**src/common/dma_channel_control_regs_consts.svh**
```systemverilog
// Constants for the two-sub-channel transfer controller
`ifndef DMA_CHANNEL_CONTROL_REGS_CONSTS_SVH
`define DMA_CHANNEL_CONTROL_REGS_CONSTS_SVH

`define KIND_CTRL     2'h0
`define KIND_MAR      2'h1
`define KIND_IO_ADDRESS     2'h2
`define KIND_CNT      2'h3
`define SUB_BIT       4
`define EN_BIT        7
`define SIZE_BIT      6
`define DIR_BIT       5
`define RPE_BIT       4
`define IE_BIT        3
`define BLK_BIT       0
`define CTRL_RST      8'h00
`define TOP_BYTE      8'hFF
`define IO_UPPER      24'hFFFFFF
`define SEL_RX        3'h5
`define SEL_EXT_EDGE  3'h6
`define SEL_EXT_LVL   3'h7
`define NUM_TRIG      6
`define STEP_BYTE     24'h000001
`define STEP_WORD     24'h000002

`endif

```
**src/common/dma_channel_control_regs_pkg.sv**
```systemverilog
// Types shared by the transfer controller and its users
package dma_channel_control_regs_pkg;

   // Transfer request handed to the bus side
   typedef struct packed {
      logic [31:0] src;
      logic [31:0] dst;
      logic        word;
      logic        sub;
   } xfer_t;

   // Transfer sequencer, Gray along idle, request, update
   typedef enum logic [1:0] {
      ST_IDLE = 2'b00,
      ST_REQ  = 2'b01,
      ST_UPD  = 2'b11
   } state_t;

endpackage

```
**src/logic/dma_channel_control_regs.sv**
```systemverilog
// Two-sub-channel transfer controller with APB registers
//
// Design decisions made here: register access over APB and the register addresses.
`timescale 1ns/10ps
`include "dma_channel_control_regs_consts.svh"

module dma_channel_control_regs #(
   parameter int ADDR_W = 8,
   parameter int MAR_W  = 24
) (
   input  wire logic                                 CLK_SYS,   // System clock, 50 MHz
   input  wire logic                                 RSTN,      // Asynchronous reset, active low
   input  wire logic                                 STANDBY,   // Standby mode level
   input  wire logic                                 PSEL,      // APB select
   input  wire logic                                 PENABLE,   // APB access phase
   input  wire logic                                 PWRITE,    // APB direction
   input  wire logic [ADDR_W-1:0]                    PADDR,     // APB byte address
   input  wire logic [31:0]                          PWDATA,    // APB write data
   output logic      [31:0]                          PRDATA,    // APB read data
   output logic                                      PREADY,    // APB ready
   output logic                                      PSLVERR,   // APB error on unmapped address
   input  wire logic [`NUM_TRIG-1:0]                 TRIG_IN,   // Peripheral interrupt sources
   output logic      [`NUM_TRIG-1:0]                 IRQ_OUT,   // Sources passed to the CPU
   input  wire logic                                 EXT_REQ_N, // External request pin, active low
   output logic                                      XFER_REQ,  // Transfer request to the bus
   output dma_channel_control_regs_pkg::xfer_t       XFER,      // Transfer addresses and size
   input  wire logic                                 XFER_ACK,  // Bus has done the transfer
   output logic      [1:0]                           END_IRQ    // Transfer end interrupt pulses
);

   // Register banks; index 0 is sub-channel A, index 1 is B
   logic [7:0]       ctrl      [2];
   logic [MAR_W-1:0] memory_address       [2];
   logic [7:0]       io_address      [2];
   logic [15:0]      cnt       [2];

   // Values for the update cycle
   logic [MAR_W-1:0] next_mar  [2];
   logic [15:0]      next_cnt  [2];
   logic [1:0]       finish;
   logic [1:0]       armed;
   logic [1:0]       pend;
   logic [1:0]       live;
   logic [1:0]       hit;
   logic [1:0]       serve;
   logic [1:0]       en_eff;
   logic [2:0]       sel_eff   [2];

   // Edge history of the enables and the request pin
   logic [1:0]       en_q;
   logic             ext_q;
   logic             ext_fall;

   // Mode, winner and its addresses
   logic             full_mode;
   logic             cur;
   logic             word;
   logic [31:0]      pick_src;
   logic [31:0]      pick_dst;
   logic             pick_sub;
   logic [`NUM_TRIG-1:0] blocked;

   // Register bus decode
   logic [3:0]       dec_rd;
   logic [3:0]       dec_wr;
   logic             setup;
   logic             wr_acc;
   dma_channel_control_regs_pkg::state_t st;

   // Address decode: {valid, sub, kind}; the upper address bits must be zero
   // Holes answer with an error so a stray pointer shows up at once
   function automatic logic [3:0] reg_decode(input logic [ADDR_W-1:0] a);
      logic ok;
      ok = (a[1:0] == 2'h0) && ((a >> (`SUB_BIT + 1)) == '0);
      return {ok, a[`SUB_BIT], a[3:2]};
   endfunction

   // Trigger of one sub-channel; external pin only where allowed
   // A has no pin path in short mode, so its codes 6 and 7 stay quiet
   function automatic logic trig_of(input logic [2:0] sel, input logic ext_ok,
                                    input logic [`NUM_TRIG-1:0] src, input logic fall,
                                    input logic pin_n);
      logic t;
      t = 1'b0;
      if (sel < `SEL_EXT_EDGE) begin
         t = src[sel];
      end else if (ext_ok) begin
         t = (sel == `SEL_EXT_EDGE) ? fall : ~pin_n;
      end
      return t;
   endfunction

   // Memory address step by unit size
   // Wraps at the end of the space; software must keep runs inside it
   function automatic logic [MAR_W-1:0] step_addr(input logic [MAR_W-1:0] a, input logic dn,
                                                  input logic wd);
      logic [MAR_W-1:0] s;
      s = wd ? MAR_W'(`STEP_WORD) : MAR_W'(`STEP_BYTE);
      return dn ? a - s : a + s;
   endfunction

   // APB phases; zero wait states, so the access phase always completes
   // No wait state is ever needed, which is why PREADY is tied high
   assign setup     = PSEL & ~PENABLE;
   assign wr_acc    = PSEL & PENABLE & PWRITE & dec_wr[3];
   assign dec_rd    = reg_decode(PADDR);
   assign dec_wr    = dec_rd;
   assign PREADY    = 1'b1;
   assign PSLVERR   = PSEL & PENABLE & ~dec_rd[3];
   assign full_mode = (ctrl[0][2:1] == 2'b11);
   assign ext_fall  = ext_q & ~EXT_REQ_N;

   // A pending bit counts only while its enable stands, so one left over
   // from the last transfer of a run cannot start a stray transfer
   assign live      = pend & en_eff;

   // Effective enable and source; in full mode A enables and B selects the source
   // B's own enable is ignored in full mode so a stale B setting cannot fire
   always_comb begin
      en_eff[0]  = ctrl[0][`EN_BIT];
      en_eff[1]  = ctrl[1][`EN_BIT] & ~full_mode;
      sel_eff[0] = full_mode ? ctrl[1][2:0] : ctrl[0][2:0];
      sel_eff[1] = ctrl[1][2:0];
   end

   // Requests count only while enabled
   // A source that no enabled sub-channel selects is dropped here
   always_comb begin
      hit[0] = en_eff[0] & trig_of(sel_eff[0], full_mode, TRIG_IN, ext_fall, EXT_REQ_N);
      hit[1] = en_eff[1] & trig_of(sel_eff[1], 1'b1, TRIG_IN, ext_fall, EXT_REQ_N);
   end

   // Enabled sub-channels swallow their source's CPU interrupt
   // Masking is combinational so the CPU never sees a request the engine owns
   always_comb begin
      blocked = '0;
      for (int k = 0; k < `NUM_TRIG; k++) begin
         for (int i = 0; i < 2; i++) begin
            if (en_eff[i] && sel_eff[i] == 3'(k)) begin
               blocked[k] = 1'b1;
            end
         end
      end
      IRQ_OUT = TRIG_IN & ~blocked;
   end

   // Address selection for the winner; A wins when both are pending
   always_comb begin
      pick_sub = ~live[0];
      pick_src = '0;
      pick_dst = '0;
      // I/O address registers sit idle in full mode
      if (full_mode) begin
         pick_src = {`TOP_BYTE, memory_address[0]};
         pick_dst = {`TOP_BYTE, memory_address[1]};
      end else if (sel_eff[pick_sub] == `SEL_RX) begin
         pick_src = {`IO_UPPER, io_address[pick_sub]};
         pick_dst = {`TOP_BYTE, memory_address[pick_sub]};
      end else begin
         pick_src = {`TOP_BYTE, memory_address[pick_sub]};
         pick_dst = {`IO_UPPER, io_address[pick_sub]};
      end
   end

   // Size of the running transfer
   // Full mode takes the size from A, the channel's master register
   assign word = full_mode ? ctrl[0][`SIZE_BIT] : ctrl[cur][`SIZE_BIT];

   // Counter and address update after a finished transfer
   always_comb begin
      logic [7:0]  hi;
      logic [15:0] c;
      logic [7:0]  k;
      hi       = 8'h00;
      c        = 16'h0000;
      k        = 8'h00;
      next_mar = memory_address;
      next_cnt = cnt;
      finish   = 2'b00;
      if (st == dma_channel_control_regs_pkg::ST_UPD) begin
         if (full_mode) begin
            // Source and destination each step on their own enable bit
            if (ctrl[0][`RPE_BIT]) begin
               next_mar[0] = step_addr(memory_address[0], ctrl[0][`DIR_BIT], word);
            end
            if (ctrl[1][`RPE_BIT]) begin
               next_mar[1] = step_addr(memory_address[1], ctrl[1][`DIR_BIT], word);
            end
            if (!ctrl[0][`BLK_BIT]) begin
               c           = cnt[0] - 16'h0001;
               next_cnt[0] = c;
               finish[0]   = (c == 16'h0000);
            end else begin
               // The block counter moves only when the unit count empties
               hi = cnt[0][15:8] - 8'h01;
               if (hi == 8'h00) begin
                  next_cnt[0] = {cnt[0][7:0], cnt[0][7:0]};
                  c           = cnt[1] - 16'h0001;
                  next_cnt[1] = c;
                  finish[0]   = (c == 16'h0000);
               end else begin
                  next_cnt[0] = {hi, cnt[0][7:0]};
               end
            end
         end else begin
            k = ctrl[cur];
            if (!(k[`RPE_BIT] && k[`IE_BIT])) begin
               next_mar[cur] = step_addr(memory_address[cur], k[`DIR_BIT], word);
            end
            if (!k[`RPE_BIT] || k[`IE_BIT]) begin
               c             = cnt[cur] - 16'h0001;
               next_cnt[cur] = c;
               finish[cur]   = (c == 16'h0000);
            end else begin
               hi = cnt[cur][15:8] - 8'h01;
               next_cnt[cur] = (hi == 8'h00) ? {cnt[cur][7:0], cnt[cur][7:0]}
                                             : {hi, cnt[cur][7:0]};
            end
         end
      end
   end

   // Address, I/O address and count keep their contents through reset
   // A bus write wins over a same-cycle hardware step
   always_ff @(posedge CLK_SYS) begin
      for (int i = 0; i < 2; i++) begin
         if (wr_acc && dec_wr[2] == 1'(i) && dec_wr[1:0] == `KIND_MAR) begin
            memory_address[i] <= PWDATA[MAR_W-1:0];
         end else begin
            memory_address[i] <= next_mar[i];
         end
         if (wr_acc && dec_wr[2] == 1'(i) && dec_wr[1:0] == `KIND_IO_ADDRESS) begin
            io_address[i] <= PWDATA[7:0];
         end
         if (wr_acc && dec_wr[2] == 1'(i) && dec_wr[1:0] == `KIND_CNT) begin
            cnt[i] <= PWDATA[15:0];
         end else begin
            cnt[i] <= next_cnt[i];
         end
      end
   end

   // Control registers; end of count overrides a simultaneous write of enable
   // Standby is a synchronous clear; the registers read zero while it lasts
   always_ff @(posedge CLK_SYS or negedge RSTN) begin
      if (!RSTN) begin
         ctrl[0] <= `CTRL_RST;
         ctrl[1] <= `CTRL_RST;
      end else if (STANDBY) begin
         ctrl[0] <= `CTRL_RST;
         ctrl[1] <= `CTRL_RST;
      end else begin
         for (int i = 0; i < 2; i++) begin
            if (wr_acc && dec_wr[2] == 1'(i) && dec_wr[1:0] == `KIND_CTRL) begin
               ctrl[i][6:0]     <= PWDATA[6:0];
               ctrl[i][`EN_BIT] <= PWDATA[`EN_BIT] & (armed[i] | ctrl[i][`EN_BIT]);
            end
            if (finish[i]) begin
               ctrl[i][`EN_BIT] <= 1'b0;
            end
         end
      end
   end

   // Read of a clear enable arms the next write of one
   // Any write to the register uses up the arming, with or without enable
   always_ff @(posedge CLK_SYS or negedge RSTN) begin
      if (!RSTN) begin
         armed <= 2'b00;
      end else if (STANDBY) begin
         armed <= 2'b00;
      end else begin
         for (int i = 0; i < 2; i++) begin
            if (wr_acc && dec_wr[2] == 1'(i) && dec_wr[1:0] == `KIND_CTRL) begin
               armed[i] <= 1'b0;
            end else if (setup && !PWRITE && dec_rd[3] && dec_rd[2] == 1'(i) &&
                         dec_rd[1:0] == `KIND_CTRL && !ctrl[i][`EN_BIT]) begin
               armed[i] <= 1'b1;
            end
         end
      end
   end

   // End interrupt on every fall of enable while the interrupt bit is set
   // A software clear of enable raises the pulse as well as the end of count
   always_ff @(posedge CLK_SYS or negedge RSTN) begin
      if (!RSTN) begin
         en_q    <= 2'b00;
         END_IRQ <= 2'b00;
      end else begin
         for (int i = 0; i < 2; i++) begin
            en_q[i]    <= ctrl[i][`EN_BIT];
            END_IRQ[i] <= en_q[i] & ~ctrl[i][`EN_BIT] & ctrl[i][`IE_BIT];
         end
      end
   end

   // Pending requests; a new request in the serving cycle is kept
   // A low pin in level mode refills the pending bit every cycle
   always_ff @(posedge CLK_SYS or negedge RSTN) begin
      if (!RSTN) begin
         pend  <= 2'b00;
         ext_q <= 1'b1;
      end else begin
         ext_q <= EXT_REQ_N;
         for (int i = 0; i < 2; i++) begin
            pend[i] <= en_eff[i] & (hit[i] | (pend[i] & ~serve[i]));
         end
      end
   end

   // One transfer at a time
   // Only one sub-channel is served per idle cycle; the other keeps its bit
   always_comb begin
      serve = 2'b00;
      if (st == dma_channel_control_regs_pkg::ST_IDLE && live != 2'b00) begin
         serve[pick_sub] = 1'b1;
      end
   end

   // Transfer sequencer
   // Addresses are frozen at the grant so they stand while the bus waits
   always_ff @(posedge CLK_SYS or negedge RSTN) begin
      if (!RSTN) begin
         st   <= dma_channel_control_regs_pkg::ST_IDLE;
         cur  <= 1'b0;
         XFER <= '0;
      end else begin
         case (st)
            dma_channel_control_regs_pkg::ST_IDLE: begin
               if (live != 2'b00) begin
                  cur       <= pick_sub;
                  XFER.src  <= pick_src;
                  XFER.dst  <= pick_dst;
                  XFER.sub  <= pick_sub;
                  XFER.word <= full_mode ? ctrl[0][`SIZE_BIT] : ctrl[pick_sub][`SIZE_BIT];
                  st        <= dma_channel_control_regs_pkg::ST_REQ;
               end
            end
            dma_channel_control_regs_pkg::ST_REQ: begin
               if (XFER_ACK) begin
                  st <= dma_channel_control_regs_pkg::ST_UPD;
               end
            end
            dma_channel_control_regs_pkg::ST_UPD: begin
               st <= dma_channel_control_regs_pkg::ST_IDLE;
            end
            default: begin
               st <= dma_channel_control_regs_pkg::ST_IDLE;
            end
         endcase
      end
   end

   // Handshake straight from state; it drops in the cycle after acknowledge
   assign XFER_REQ = (st == dma_channel_control_regs_pkg::ST_REQ);

   // Read data captured in the setup cycle so it is a flop in the access phase
   // Writes never disturb it; it stands until the next read setup
   always_ff @(posedge CLK_SYS or negedge RSTN) begin
      if (!RSTN) begin
         PRDATA <= '0;
      end else if (setup && !PWRITE) begin
         PRDATA <= '0;
         if (dec_rd[3]) begin
            case (dec_rd[1:0])
               `KIND_CTRL: PRDATA <= {24'h000000, ctrl[dec_rd[2]]};
               `KIND_MAR:  PRDATA <= {`TOP_BYTE, memory_address[dec_rd[2]]};
               `KIND_IO_ADDRESS: PRDATA <= {24'h000000, io_address[dec_rd[2]]};
               `KIND_CNT:  PRDATA <= {16'h0000, cnt[dec_rd[2]]};
               default:    PRDATA <= '0;
            endcase
         end
      end
   end

endmodule

```
**config.mk**
```make
export PLATFORM = sky130hd
export DESIGN_NAME = dma_channel_control_regs
export DESIGN_NICKNAME = d
export VERILOG_FILES = /design/src/common/dma_channel_control_regs_pkg.sv /design/src/logic/dma_channel_control_regs.sv
export VERILOG_INCLUDE_DIRS = /design/src /design/src/common
export SDC_FILE = /design/constraint.sdc
export NUM_CORES = 1
export LEC_CHECK = 0
export BUFFER_PORTS_ARGS = -buffer_cell sky130_fd_sc_hd__buf_2
export CAP_MARGIN = 20
export CELL_PAD_IN_SITES_DETAIL_PLACEMENT = 1
export CELL_PAD_IN_SITES_GLOBAL_PLACEMENT = 2
export CORE_ASPECT_RATIO = 1.1
export CORE_MARGIN = 2
export CORE_UTILIZATION = 35
export CTS_CLUSTER_DIAMETER = 150
export DETAILED_ROUTE_END_ITERATION = 12
export PLACE_DENSITY_LB_ADDON = 0.1
export SLEW_MARGIN = 20
export SYNTH_ARGS = -nofsm -noshare
export SYNTH_HDL_FRONTEND = slang
export SYNTH_SLANG_ARGS = --single-unit
```
**constraint.sdc**
```tcl
create_clock -name CLK_SYS -period 5.7 [get_ports CLK_SYS]
set_clock_uncertainty 0.05 [all_clocks]
set_input_delay 0.285 -clock CLK_SYS [delete_from_list [all_inputs] [get_ports CLK_SYS]]
set_output_delay 0.285 -clock CLK_SYS [all_outputs]
set_load 0.1 [all_outputs]
```
* Word-level counts from Yosys, hierarchy flattened *
Memories as Yosys holds them, arrays and structs flattened.
Index checks and enable logic that the tools add are counted.

operators by class
  add/sub/neg operators = 11
  $lt $le $gt $ge = 12
  equal/unequal tests = 28
  muxes and demuxes = 116
  bitwise operators = 40
  reduce and logical (&&, ||, !) cells = 70

operator list
  operator                 number
  $mux W24                 21
  $mux W16                 15
  $mux W48                 3
  $mux W32                 4
  $pmux W32 S4             1
  $bwmux W32               2
  $add A24 B24 Y24         2
  $bwmux W48               1
  $logic_not A16 Y1        3
  $mux W8                  6
  $sub A16 B1 Y16 const B  3
  $sub A24 B24 Y24         2
  $mux W7                  6
  $mux W1                  39
  $logic_and A1 B1 Y1      36
  $add A24 B2 Y24          1
  $demux W24 S1            1
  $logic_not A8 Y1         3
  $sub A24 B2 Y24          1
  $eq A3 B3 Y1 const B     7
  $and A1 B1 Y1            19
  $ne A3 B2 Y1 const B     6
  $demux W16 S1            1
  $sub A8 B1 Y8 const B    2
  32 further kinds         92

word-level totals
  register bits after elaboration = 205
  bits in writable memories = 16
  bits of input ports = 54
  output and inout bits = 109
  logic and storage cells = 299
  memories = 1

memories
  name        words  width  read ports  clocked after Yosys merged registers in  wr ports  line                            RTL
  io_address  2      8      2           0                                        1         dma_channel_control_regs.sv:34  logic [7:0] io_address [2];

* Longest topological paths before layout *
Gate-level depths: netlist (run 1).

  depth after elaboration = 14
  gate-level depth with buffers = 18
  mapped depth without buffers = 14

* Worst setup path after synthesis (run 1) *
OpenSTA, ideal clock, no wires.

  kind = register to register
  start point = register cur
  end point = register memory_address[12] (netlist bit) (data pin)
  setup time = 270 ps
  arrival = 3773 ps
  data required time = 5380 ps
  path slack = 1607 ps
  cell stages (with the launch flop) = 18
  buffers on the path = 5
  period minus slack after synthesis = 4093 ps
  cell sequence = dfrtp_1 -> buf_6 -> buf_8 -> buf_6 -> buf_2 -> and2_1 -> clkbuf_1 -> mux2i_1 -> ha_1 -> fa_1 -> nor2b_1 -> o31a_1 -> o311a_1 -> o21a_1 -> o211a_1 -> or3_1 -> a32oi_1 -> a21oi_1

between the ends
  cells in the longest elaborated chain, start to end = 13
  elaborated cells between the ends (all ways) = 26
  classes of those cells = 4 x add/sub; 2 x order compare; 18 x mux; 1 x bitwise; 1 x reduce/logical

RTL lines
  item                                                line                                                                                               RTL
  from (decl)                                         dma_channel_control_regs.sv:56                                                                     logic cur;
  from (signal assigned)                              dma_channel_control_regs.sv:332                                                                    cur <= pick_sub;
  $not A1 Y2 *                                        dma_channel_control_regs.sv:167, dma_channel_control_regs.sv:206, dma_channel_control_regs.sv:208
  $mux W7 (implied by the code) (3 in a row)          dma_channel_control_regs.sv:206                                                                    k = ctrl[cur];
  $mux W1                                             dma_channel_control_regs.sv:167                                                                    assign word = full_mode ? ctrl[0][`SIZE_BIT] : ctrl[cur][`SIZE_BIT];
  $mux W2                                             dma_channel_control_regs.sv:98                                                                     s = wd ? MAR_W'(`STEP_WORD) : MAR_W'(`STEP_BYTE);
  $add A24 B2 Y24 or $sub A24 B2 Y24 (tied branches)  dma_channel_control_regs.sv:99                                                                     return dn ? a - s : a + s;
  $mux W24                                            dma_channel_control_regs.sv:99
  $bwmux W48                                          dma_channel_control_regs.sv:208                                                                    next_mar[cur] = step_addr(memory_address[cur], k[`DIR_BIT], word);
  $mux W48                                            dma_channel_control_regs.sv:207                                                                    if (!(k[`RPE_BIT] && k[`IE_BIT])) begin
  $mux W48 *                                          dma_channel_control_regs.sv:181                                                                    if (full_mode) begin
  $mux W48 *                                          dma_channel_control_regs.sv:180                                                                    if (st == dma_channel_control_regs_pkg::ST_UPD) begin
  $mux W24 *                                          dma_channel_control_regs.sv:227                                                                    if (wr_acc && dec_wr[2] == 1'(i) && dec_wr[1:0] == `KIND_MAR) begin
  to (signal, indexed assignment)                     dma_channel_control_regs.sv:228                                                                    memory_address[i] <= PWDATA[MAR_W-1:0];
  to (signal, indexed assignment)                     dma_channel_control_regs.sv:230                                                                    memory_address[i] <= next_mar[i];
  to (decl)                                           dma_channel_control_regs.sv:33                                                                     logic [MAR_W-1:0] memory_address [2];

Mark *: on every way between the ends. The rest lies on a longest branch, timed or not. The select of a mux whose other input is x is not followed.
A chain may end at the register's enable or synchronous reset.

* Final worst setup path (run 1) *
  start point = register ctrl[9] (netlist bit)
  end point = register memory_address[22] (netlist bit) (data pin)

between the ends
  cells in the longest elaborated chain, start to end = 10
  elaborated cells between the ends (all ways) = 15
  classes of those cells = 4 x add/sub; 1 x eq/ne; 10 x mux

RTL lines
  item                                                line                             RTL
  from (decl)                                         dma_channel_control_regs.sv:32   logic [7:0] ctrl [2];
  from (signal, indexed assignment)                   dma_channel_control_regs.sv:255  ctrl[i][6:0] <= PWDATA[6:0];
  from (signal, indexed assignment)                   dma_channel_control_regs.sv:256  ctrl[i][`EN_BIT] <= PWDATA[`EN_BIT] & (armed[i] | ctrl[i][`EN_BIT]);
  $eq A2 B2 Y1 *                                      dma_channel_control_regs.sv:110  assign full_mode = (ctrl[0][2:1] == 2'b11);
  $mux W1                                             dma_channel_control_regs.sv:167
  $mux W2                                             dma_channel_control_regs.sv:98
  $add A24 B2 Y24 or $sub A24 B2 Y24 (tied branches)  dma_channel_control_regs.sv:99
  $mux W24                                            dma_channel_control_regs.sv:99
  $bwmux W48                                          dma_channel_control_regs.sv:208
  $mux W48                                            dma_channel_control_regs.sv:207
  $mux W48 *                                          dma_channel_control_regs.sv:181
  $mux W48 *                                          dma_channel_control_regs.sv:180
  $mux W24 *                                          dma_channel_control_regs.sv:227

Marked as above.

==> impl_metrics.py, run 1 <==
metrics = {
    "critical_path": {
        "setup.worst_path.start_class": "register",
        "end_kind": "register",
        "worstSetupPathType": "register to register",
        "cp_max_fo": 27,
        "crit_end": "memory_address[22]",
        "arrival_ps": 4910,
        "ff2ff_setup_slack_ps": 970,
        "critPathRequiredTime_ps": 5880,
        "worstReg2RegEnd": "memory_address[22]",
        "r2r_cells": 14,
        "r2r_start": "ctrl[9]",
        "crit_start": "ctrl[9]",
    },
    "timing": {
        "setup_slack_ps": 968,
        "fin_crit_sh": 0.830,
        "finalSetupViolations": 0,
        "fin_hold_ws_ps": 47.1,
        "slew_viol_final": 0,
        "period_minus_slack_ps": 4730,
        "fin_setup_tns_ps": 0,
        "clock.fmax_mhz": 211,
        "slew_headroom": 0.281,
        "rsz0062_at_grt": "false",
        "tightest_slew_ps": 1080,
        "hold_violations": 0,
    },
    "floorplanning": {
        "io_pins": 163,
        "die_area_um2": 49100,
        "placementRows": 83,
        "fp.dieW_um": 211,
        "start_util": 0.355,
        "core-area_um2": 46700,
        "die_y_um": 232,
    },
    "run_status": {
        "status": "finished, final reports clean",
    },
    "global_route": {
        "grt_first_pass_wirelength_mm": 101,
        "grt_usage": 0.279,
        "grt_pass1_vias": 15513,
        "grt_max_degree": 99,
        "grt-ovfl-total": 0,
        "antenna_found_initial": 5,
    },
    "yosys": {
        "synth_cell_types": 99,
        "synth-edff-count": 96,
        "synth_area_um2": 16600,
        "synth-main-ff-cell": "dfrtp_1",
        "avgSynthCellArea_um2": 8.98,
        "synth_top_area_share": 0.174,
        "yosys_register_bits": 199,
        "yosysSeqAreaShare": 0.330,
        "synthCells": 1846,
        "synth_nets": 1982,
        "synth_top_area_cell": "edfxtp_1",
        "ys_async_sr_fraction": 0.518,
        "synth_warnings": 0,
        "synth_area_leaders": "edfxtp_1, dfrtp_1, ha_1, nand2_1, o21ai_0",
    },
    "cts": {
        "ctsResizeCount": 0,
        "cts_buffers": 17,
        "clock-sinks": 199,
        "cts_tree": "done",
        "cts_root_buffer": "clkbuf_16",
        "cts_buffer_depth": 2,
        "h-tree-depth": 4,
        "post-cts-setup-buffer-count": 0,
        "postCtsHoldBufs": 3,
        "clock_latency_ps": 510,
        "clkTransAtPathRegs_ps": 80,
    },
    "pwr": {
        "p_leak_nw": 7.69,
        "ir_drop_mv": 0.215,
        "powerDensity_nw_per_um2": 161,
        "p_total_mw": 2.95,
    },
    "cells_and_area": {
        "layout_commonest_cell": "nand2_1",
        "drive_gt1_frac": 0.171,
        "stdcell_count": 2515,
        "post-route-util": 0.391,
        "finalInstanceArea_um2": 18300,
        "syn2layout_area_growth_pct": 10.3,
        "layout_common_cells": "nand2_1, buf_2, nor2_1",
        "nets": 2042,
        "nFillCells": 5483,
    },
    "route": {
        "drc": 0,
        "wirelength_mm": 68.2,
        "drtIter0Drc": 1114,
        "drt.antenna.violating_nets": 0,
        "viasPerCell": 6.18,
        "num_vias": 15535,
        "wl_per_cell_um": 27.1,
        "dr.pass1.iters": 5,
    },
    "placement": {
        "globalplace.congestion": 0.855,
        "preCtsSetupSlack_ps": 1050,
        "place_hpwl_mm": 50.4,
        "place_inst": 2478,
        "dpl_cell_area_um2": 17600,
        "io_buffers": 153,
    },
    "flow_run": {
        "cap_violations": 0,
    },
    "min_path": {
        "hold_path_class": "input port to register",
    },
}
==> where the power goes <==
group          internal [mW]  switching (mW)  leakage (nW)
Combinational         0.0388           0.124          5.02
Clock                  0.613           0.675         0.293
Sequential              1.50         0.00197          2.37
==> cell usage after synthesis (29+ instances only) <==
| library cell | count |
|---|---|
| nor3_1 | 36 |
| o21ai_0 | 135 |
| nor2_1 | 148 |
| a21oi_1 | 108 |
| inv_1 | 36 |
| ha_1 | 79 |
| o21a_1 | 41 |
| edfxtp_1 | 96 |
| dfrtp_1 | 102 |
| clkbuf_1 | 82 |
| mux2i_1 | 55 |
| a221oi_1 | 29 |
| nand2_1 | 199 |
| nand3_1 | 50 |
| o22ai_1 | 39 |
| xnor2_1 | 61 |
| mux2_2 | 37 |
==> metal layers <==
| metal | vias to the layer above | routed length [µm] | track usage | part of all wire |
|---|---|---|---|---|
| met1 | 7847 | 30300 | 0.368 | 0.44 |
| met3 | 110 | 3200 | 0.0412 | 0.047 |
| met5 | - | 0 | 0 | 0 |
| li1 | 7109 | - | - | - |
| met4 | 0 | 2390 | 0.107 | 0.035 |
| met2 | 469 | 32300 | 0.461 | 0.47 |
==> sequential cells by signal (all words and copies together) (netlist names) <==
| name | flops |
|---|---|
| PRDATA | 25 |
| armed | 2 |
| END_IRQ | 2 |
| io_address | 16 |
| memory_address | 48 |
| ext_q | 1 |
| en_q | 2 |
| ctrl | 16 |
| pend | 2 |
| st | 2 |
| cur | 1 |
| XFER | 50 |
| cnt | 32 |
==> layout make-up <==
class	instances	area, µm²	area share
Clock inverter	12	134	0.00732
Sequential cell	199	5470	0.299
Multi-Input combinational cell	1465	10300	0.563
Antenna cell	1	2.50	0.000137
Inverter	36	135	0.00739
Clock buffer	20	460	0.0252
Tap cell	595	744	0.0407
Timing Repair Buffer	187	1050	0.0575
==> worst min path at each step <==
stage | endpoint | startpoint | depth (start not counted)
after global placement | XFER[53] | RSTN | 1
after floorplan | END_IRQ[0] | RSTN | 0
after global routing | memory_address[19] | PWDATA[19] | 2
after CTS | memory_address[40] | PWDATA[16] | 3
final | memory_address[40] | PWDATA[16] | 3
after detailed placement | XFER[52] | RSTN | 1
==> critical path: stages, from the launching register on <==
cell	delay [ps]
dfrtp_1	620
nand2_4	320
and2_1	290
mux2i_1	420
ha_1	280
inv_1	60
fa_1	430
a211oi_1	250
o21ai_0	180
a21oi_1	500
o311a_1	300
o21ai_1	160
and3_1	200
o31ai_1	270
a31oi_1	110
==> cell families (layout without fill, tap and decap cells) <==
kind of cell | count (synthesis) | after routing | share of synthesized area
AO/OA/AOI/OAI | 591 | 591 | 0.239
AND/OR/NAND/NOR | 582 | 582 | 0.172
flip-flops | 199 | 199 | 0.330
buffers and inverters | 182 | 255 | 0.0516
multiplexers | 124 | 124 | 0.0992
XOR/XNOR | 85 | 85 | 0.0449
adder cells (fa/ha/maj) | 82 | 82 | 0.0633
other | 1 | 2 | 0.000226
Note: power is estimated with default switching activity, not from simulation.
==> inputs of run 2 (changes only) <==
- ABC_AREA: default -> 1
- CORE_UTILIZATION: 35 -> 31
- clock period: 5.7 -> 4.1 ns (I/O delays scaled with it)
==> run 2 against run 1 <==
Routed wire length rose by 17%. Largest power group unchanged. Highest routed layer unchanged. Fmax up 32%. Worst setup slack got worse by 440 ps. Critical path type unchanged. Non-clock buffer count increased by 20.
==> impl_metrics.py, run 2 <==
metrics = {
    "cells_and_area": {
        "nFillCells": 7059,
        "drive_gt1_frac": 0.104,
        "nets": 2797,
        "layout_commonest_cell": "nand2_1",
        "num_antenna_cells": 0,
        "layout_common_cells": "nand2_1, inv_1, o21ai_0, nor2_1, a21oi_1",
        "stdcell_count": 3410,
        "largestRegisters": "XFER x50, memory_address x48, cnt x32",
        "regArea_um2": 5460,
        "top_register": "XFER",
        "largest_reg_flops": 50,
        "syn2layout_area_growth_pct": 12.5,
        "multiInputGateArea_um2": 10000,
        "post-route-util": 0.353,
    },
    "pwr": {
        "p_sw_frac": 0.336,
        "powerDensity_nw_per_um2": 254,
        "p_sw_mw": 1.65,
        "clkPwrFrac": 0.359,
        "p_int_mw": 3.25,
        "p_leak_nw": 9.29,
        "combPwrFrac": 0.206,
        "seq_power_share": 0.435,
        "ir_drop_mv": 0.306,
    },
    "global_route": {
        "grt_first_pass_wirelength_mm": 118,
        "antenna_found_initial": 1,
        "grt-ovfl-total": 0,
        "grt_usage": 0.277,
        "grt_pass1_vias": 18363,
        "grt_max_degree": 78,
    },
    "yosys": {
        "synth_top_area_share": 0.168,
        "synth_top_area_cell": "edfxtp_1",
        "synthMuxAreaShare": 0.00175,
        "synth_area_leaders": "edfxtp_1, dfrtp_1, nand2_1, o21ai_0, a21oi_1",
        "yosysSeqAreaShare": 0.318,
        "synth_cell_types": 55,
        "synthCells": 2552,
        "yosys.area_share.simple": 0.268,
        "synth_compound_area_frac": 0.224,
        "avgSynthCellArea_um2": 6.72,
        "synth_warnings": 0,
        "synth_most_common_cell": "nand2_1",
        "ys_async_sr_fraction": 0.518,
        "synth_xor_area_frac": 0.0281,
        "synth_fa_ha_area_frac": 0.0611,
        "synth_top_family_by_area": "simple AND/OR/NAND/NOR gates",
        "synth_nets": 2688,
        "synth-main-ff-cell": "dfrtp_1",
        "synthTopCellsByCount": "nand2_1, inv_1, nor2_1, o21ai_0, a21oi_1",
        "synth-edff-count": 96,
        "yosys_register_bits": 199,
        "synth_area_um2": 17200,
    },
    "timing": {
        "finalSetupViolations": 0,
        "period_minus_slack_ps": 3570,
        "slew_viol_final": 0,
        "rsz0062_at_grt": "false",
        "fin_setup_tns_ps": 0,
        "hold_violations": 0,
        "fin_crit_sh": 0.872,
        "slew_headroom": 0.383,
        "tightest_slew_ps": 926,
        "clock.fmax_mhz": 280,
    },
    "cts": {
        "h-tree-depth": 4,
        "post-cts-setup-buffer-count": 0,
        "clock-sinks": 199,
        "ctsResizeCount": 0,
        "cts_buffer_depth": 2,
        "clkTransAtPathRegs_ps": 80,
        "cts_root_buffer": "clkbuf_16",
        "cts_buffers": 17,
        "clock_latency_ps": 500,
        "cts_tree": "done",
    },
    "floorplanning": {
        "core-area_um2": 54700,
        "placementRows": 90,
        "die_area_um2": 57200,
        "start_util": 0.313,
        "die_y_um": 251,
        "fp.dieW_um": 228,
        "io_pins": 163,
    },
    "placement": {
        "io_buffers": 153,
        "place_hpwl_mm": 63.3,
        "globalplace.congestion": 0.918,
        "place_inst": 3366,
    },
    "route": {
        "viasPerCell": 5.34,
        "wl_per_cell_um": 23.4,
        "drtIter0Drc": 1046,
        "drc": 0,
        "drt.antenna.violating_nets": 0,
        "wirelength_mm": 79.8,
        "num_vias": 18221,
        "dr.pass1.iters": 5,
    },
    "run_status": {
        "status": "finished, final reports clean",
    },
    "critical_path": {
        "critPathSlowestCell": "o21ai_0",
        "setup.worst_path.start_class": "register",
        "slowest_delay_ps": 540,
        "cpMostUsedCell": "nand2_1",
        "path_cells": "o21ai_0 > inv_1 > buf_4 > ha_1 > nand2_1 > nor4_1 > a21oi_1 > o21bai_1 > nand2_1 > nand3b_1 > nand2_1 > nand2_1 > nand2_1",
        "arrival_ps": 3780,
        "path_delay_family": "simple AND/OR/NAND/NOR gates",
        "cp_num_buf_inv": 2,
        "end_kind": "register",
        "cp_max_fo": 19,
        "critPathRequiredTime_ps": 4310,
        "worstSetupPathType": "register to register",
    },
    "min_path": {
        "hold_path_class": "input port to register",
    },
    "flow_run": {
        "cap_violations": 0,
    },
}
## run 2: logic make-up (layout without fill, tap and decap cells)
group | after synthesis | after routing
flops | 199 | 199
buf+inv | 414 | 536
xor+xnor | 52 | 52
compound gates | 688 | 688
simple gates | 1113 | 1113
fa+ha+maj | 82 | 82
other cells | 1 | 1
mux | 3 | 3
## run 2: path summary, 6_finish.rpt
| check | start | end | slack, ps | cells after the start |
|---|---|---|---|---|
| min in group asynchronous | RSTN | XFER[64] | 310 | 2 |
| max in group asynchronous | RSTN | PRDATA[13] | 2640 | 3 |
| hold / removal | PWDATA[0] | io_address[1][0] | 40 | 1 |
| setup reg to reg | cur | memory_address[16] | 530 | 13 |
| hold reg to reg | ctrl[7] | en_q[1] | 390 | 0 |
| setup / recovery | cur | memory_address[16] | 530 | 13 |
## run 2: metrics by stage
step                cell area [µm²]  power (mW)  setup WS (ps)  hold WS, ps
floorplan                     17200        2.80            439         -141
global placement              18600        3.15            570          291
detailed placement            18600        3.17            547          288
CTS                           19300        4.94            520         2.82
global route                  19300        5.11            218         14.7
finish                        19300        4.90            525         37.0
## run 2: area by class of cell
cell class,instances,area share
Inverter,297,0.0578
Clock inverter,15,0.00739
Clock buffer,17,0.0220
Tap cell,736,0.0477
Sequential cell,199,0.283
Multi-Input combinational cell,1939,0.520
Timing Repair Buffer,207,0.0624
## run 2: power by group through the flow
stage	clock network (mW)	registers (mW)	logic [mW]
after detailed placement	0	2.17	0.995
after CTS	1.80	2.13	1.01
final	1.76	2.13	1.01
after floorplan	0	2.20	0.601
after global routing	1.86	2.13	1.11
after global placement	0	2.17	0.981
## run 2: worst reg2reg max path: cells and delay by family (launching register included)
family                     cells  cell delay (ps)
and+or+nand+nor                7             1020
AOI/OAI and AO/OA              3              930
DFF                            1              470
adders and majority gates      1              430
buffers and inverters          2              440
## run 2: repair_timing
action | CTS | global route
hold endpoints to repair | 89 | 0
hold buffers | 12 | 0
endpoints found under the setup margin | 0 | 0
## run 2: layer usage
layer / share of wire / vias to the layer above / track usage
met5: 0 / - / 0
met4: 0.036 / 0 / 0.106
met3: 0.029 / 121 / 0.0356
met2: 0.50 / 343 / 0.499
met1: 0.43 / 8940 / 0.336
li1: - / 8817 / -
==> inputs of run 3 (changes only) <==
- PLACE_DENSITY: default -> 0.82
- PLACE_DENSITY_LB_ADDON: 0.1 -> default
==> run 3 against run 2 <==
Sequential power about the same. Combinational power hardly changed. Critical path type unchanged. Routed wire length up 0.82%. Fmax is 5.4% lower. Critical endpoint unchanged.
==> impl_metrics.py, run 3 (synthesis results as in run 2) <==
metrics = {
    "route": {
        "viasPerCell": 5.52,
        "dr.pass1.iters": 5,
        "wirelength_mm": 80.5,
        "wl_per_cell_um": 23.5,
        "num_vias": 18866,
        "drc": 0,
        "drtIter0Drc": 1664,
        "drt.antenna.violating_nets": 0,
    },
    "floorplanning": {
        "fp.dieW_um": 228,
        "die_area_um2": 57200,
        "start_util": 0.313,
        "die_y_um": 251,
        "io_pins": 163,
        "placementRows": 90,
        "core-area_um2": 54700,
    },
    "placement": {
        "globalplace.congestion": 0.943,
        "preCtsSetupSlack_ps": 385,
        "place_hpwl_mm": 64.1,
        "place_inst": 3369,
        "io_buffers": 153,
    },
    "critical_path": {
        "worstSetupPathType": "register to register",
        "end_kind": "register",
        "ff2ff_setup_slack_ps": 320,
        "cp_num_buf_inv": 2,
        "critPathSlowestCell": "o21ai_0",
        "slowest_delay_ps": 560,
        "path_delay_family": "compound AO/OA/AOI/OAI gates",
        "cp_max_fo": 14,
        "setup.worst_path.start_class": "register",
        "arrival_ps": 3990,
        "critPathRequiredTime_ps": 4320,
        "cpMostUsedCell": "nand2_1",
        "path_cells": "o21ai_0 > inv_1 > buf_4 > ha_1 > nand2_1 > nor4_1 > a21oi_1 > o21bai_1 > nand2_1 > nand3b_1 > nand2_1 > nand2_1 > nand2_1",
    },
    "cells_and_area": {
        "syn2layout_area_growth_pct": 13.0,
        "stdcell_count": 3417,
        "regArea_um2": 5460,
        "nets": 2805,
        "num_antenna_cells": 0,
        "nFillCells": 7020,
        "largestRegisters": "XFER x50, memory_address x48, cnt x32",
        "drive_gt1_frac": 0.105,
        "layout_common_cells": "nand2_1, inv_1, o21ai_0, nor2_1, a21oi_1",
        "largest_reg_flops": 50,
        "layout_commonest_cell": "nand2_1",
        "multiInputGateArea_um2": 10000,
        "top_register": "XFER",
    },
    "flow_run": {
        "cap_violations": 0,
    },
    "cts": {
        "cts_tree": "done",
        "cts_buffer_depth": 2,
        "clock-sinks": 199,
        "postCtsHoldBufs": 16,
        "post-cts-setup-buffer-count": 0,
        "cts_buffers": 17,
        "clkTransAtPathRegs_ps": 80,
        "ctsResizeCount": 0,
        "cts_root_buffer": "clkbuf_16",
        "clock_latency_ps": 510,
        "h-tree-depth": 4,
    },
    "timing": {
        "tightest_slew_ps": 974,
        "hold_violations": 0,
        "finalSetupViolations": 0,
        "rsz0062_at_grt": "false",
        "fin_setup_tns_ps": 0,
        "fin_hold_ws_ps": 40.0,
        "fin_crit_sh": 0.922,
        "setup_slack_ps": 321,
        "slew_viol_final": 0,
        "slew_headroom": 0.351,
        "period_minus_slack_ps": 3780,
        "clock.fmax_mhz": 265,
    },
    "pwr": {
        "p_total_mw": 4.96,
        "p_leak_nw": 9.33,
        "powerDensity_nw_per_um2": 256,
        "ir_drop_mv": 0.368,
    },
    "run_status": {
        "status": "finished, final reports clean",
    },
    "global_route": {
        "grt_pass1_vias": 18816,
        "grt_max_degree": 72,
        "grt_usage": 0.280,
        "grt_first_pass_wirelength_mm": 120,
        "antenna_found_initial": 0,
        "grt-ovfl-total": 0,
    },
    "min_path": {
        "hold_path_class": "input port to register",
    },
}
run 3: routing by layer:
metal / global-route usage / part of all wire / vias up
met1: 0.376 / 0.45 / 9376
met5: 0 / 0 / -
met3: 0.0421 / 0.056 / 100
met4: 0.0971 / 0.030 / 0
li1: - / - / 8812
met2: 0.457 / 0.47 / 578
run 3: power by group:
| part | internal (mW) | total (mW) | switching (mW) |
|---|---|---|---|
| logic | 0.288 | 1.01 | 0.717 |
| clock network | 0.893 | 1.83 | 0.932 |
| registers | 2.11 | 2.13 | 0.0156 |
run 3: metrics by stage:
stage,util,area [µm²]
after floorplan,-,17200
after CTS,0.354,19400
after detailed placement,0.341,18600
after global placement,0.341,18600
final,0.354,19400
after global routing,0.354,19400
run 3: path summary, 6_finish.rpt:
path                       startpoint                 end  depth (start not counted)
max                               cur  memory_address[16]                         13
min                         PWDATA[7]    io_address[0][7]                          1
max reg2reg                       cur  memory_address[16]                         13
min reg2reg                   ctrl[7]             en_q[1]                          0
max in group asynchronous        RSTN            XFER[52]                          3
min in group asynchronous        RSTN          END_IRQ[0]                          2
run 3: worst reg2reg max path: stages, from the launching register on:
cell	delay [ps]
dfrtp_2	440
o21ai_0	560
inv_1	350
buf_4	300
ha_1	390
nand2_1	120
nor4_1	430
a21oi_1	200
o21bai_1	290
nand2_1	110
nand3b_1	100
nand2_1	60
nand2_1	70
nand2_1	60
run 3: layout make-up:
type | instances | share of cell area
clock buffer | 19 | 0.0234
multi-input combinational | 1939 | 0.517
inverter | 297 | 0.0575
timing repair buffer | 215 | 0.0657
tap | 736 | 0.0475
sequential | 199 | 0.282
clock inverter | 12 | 0.00684
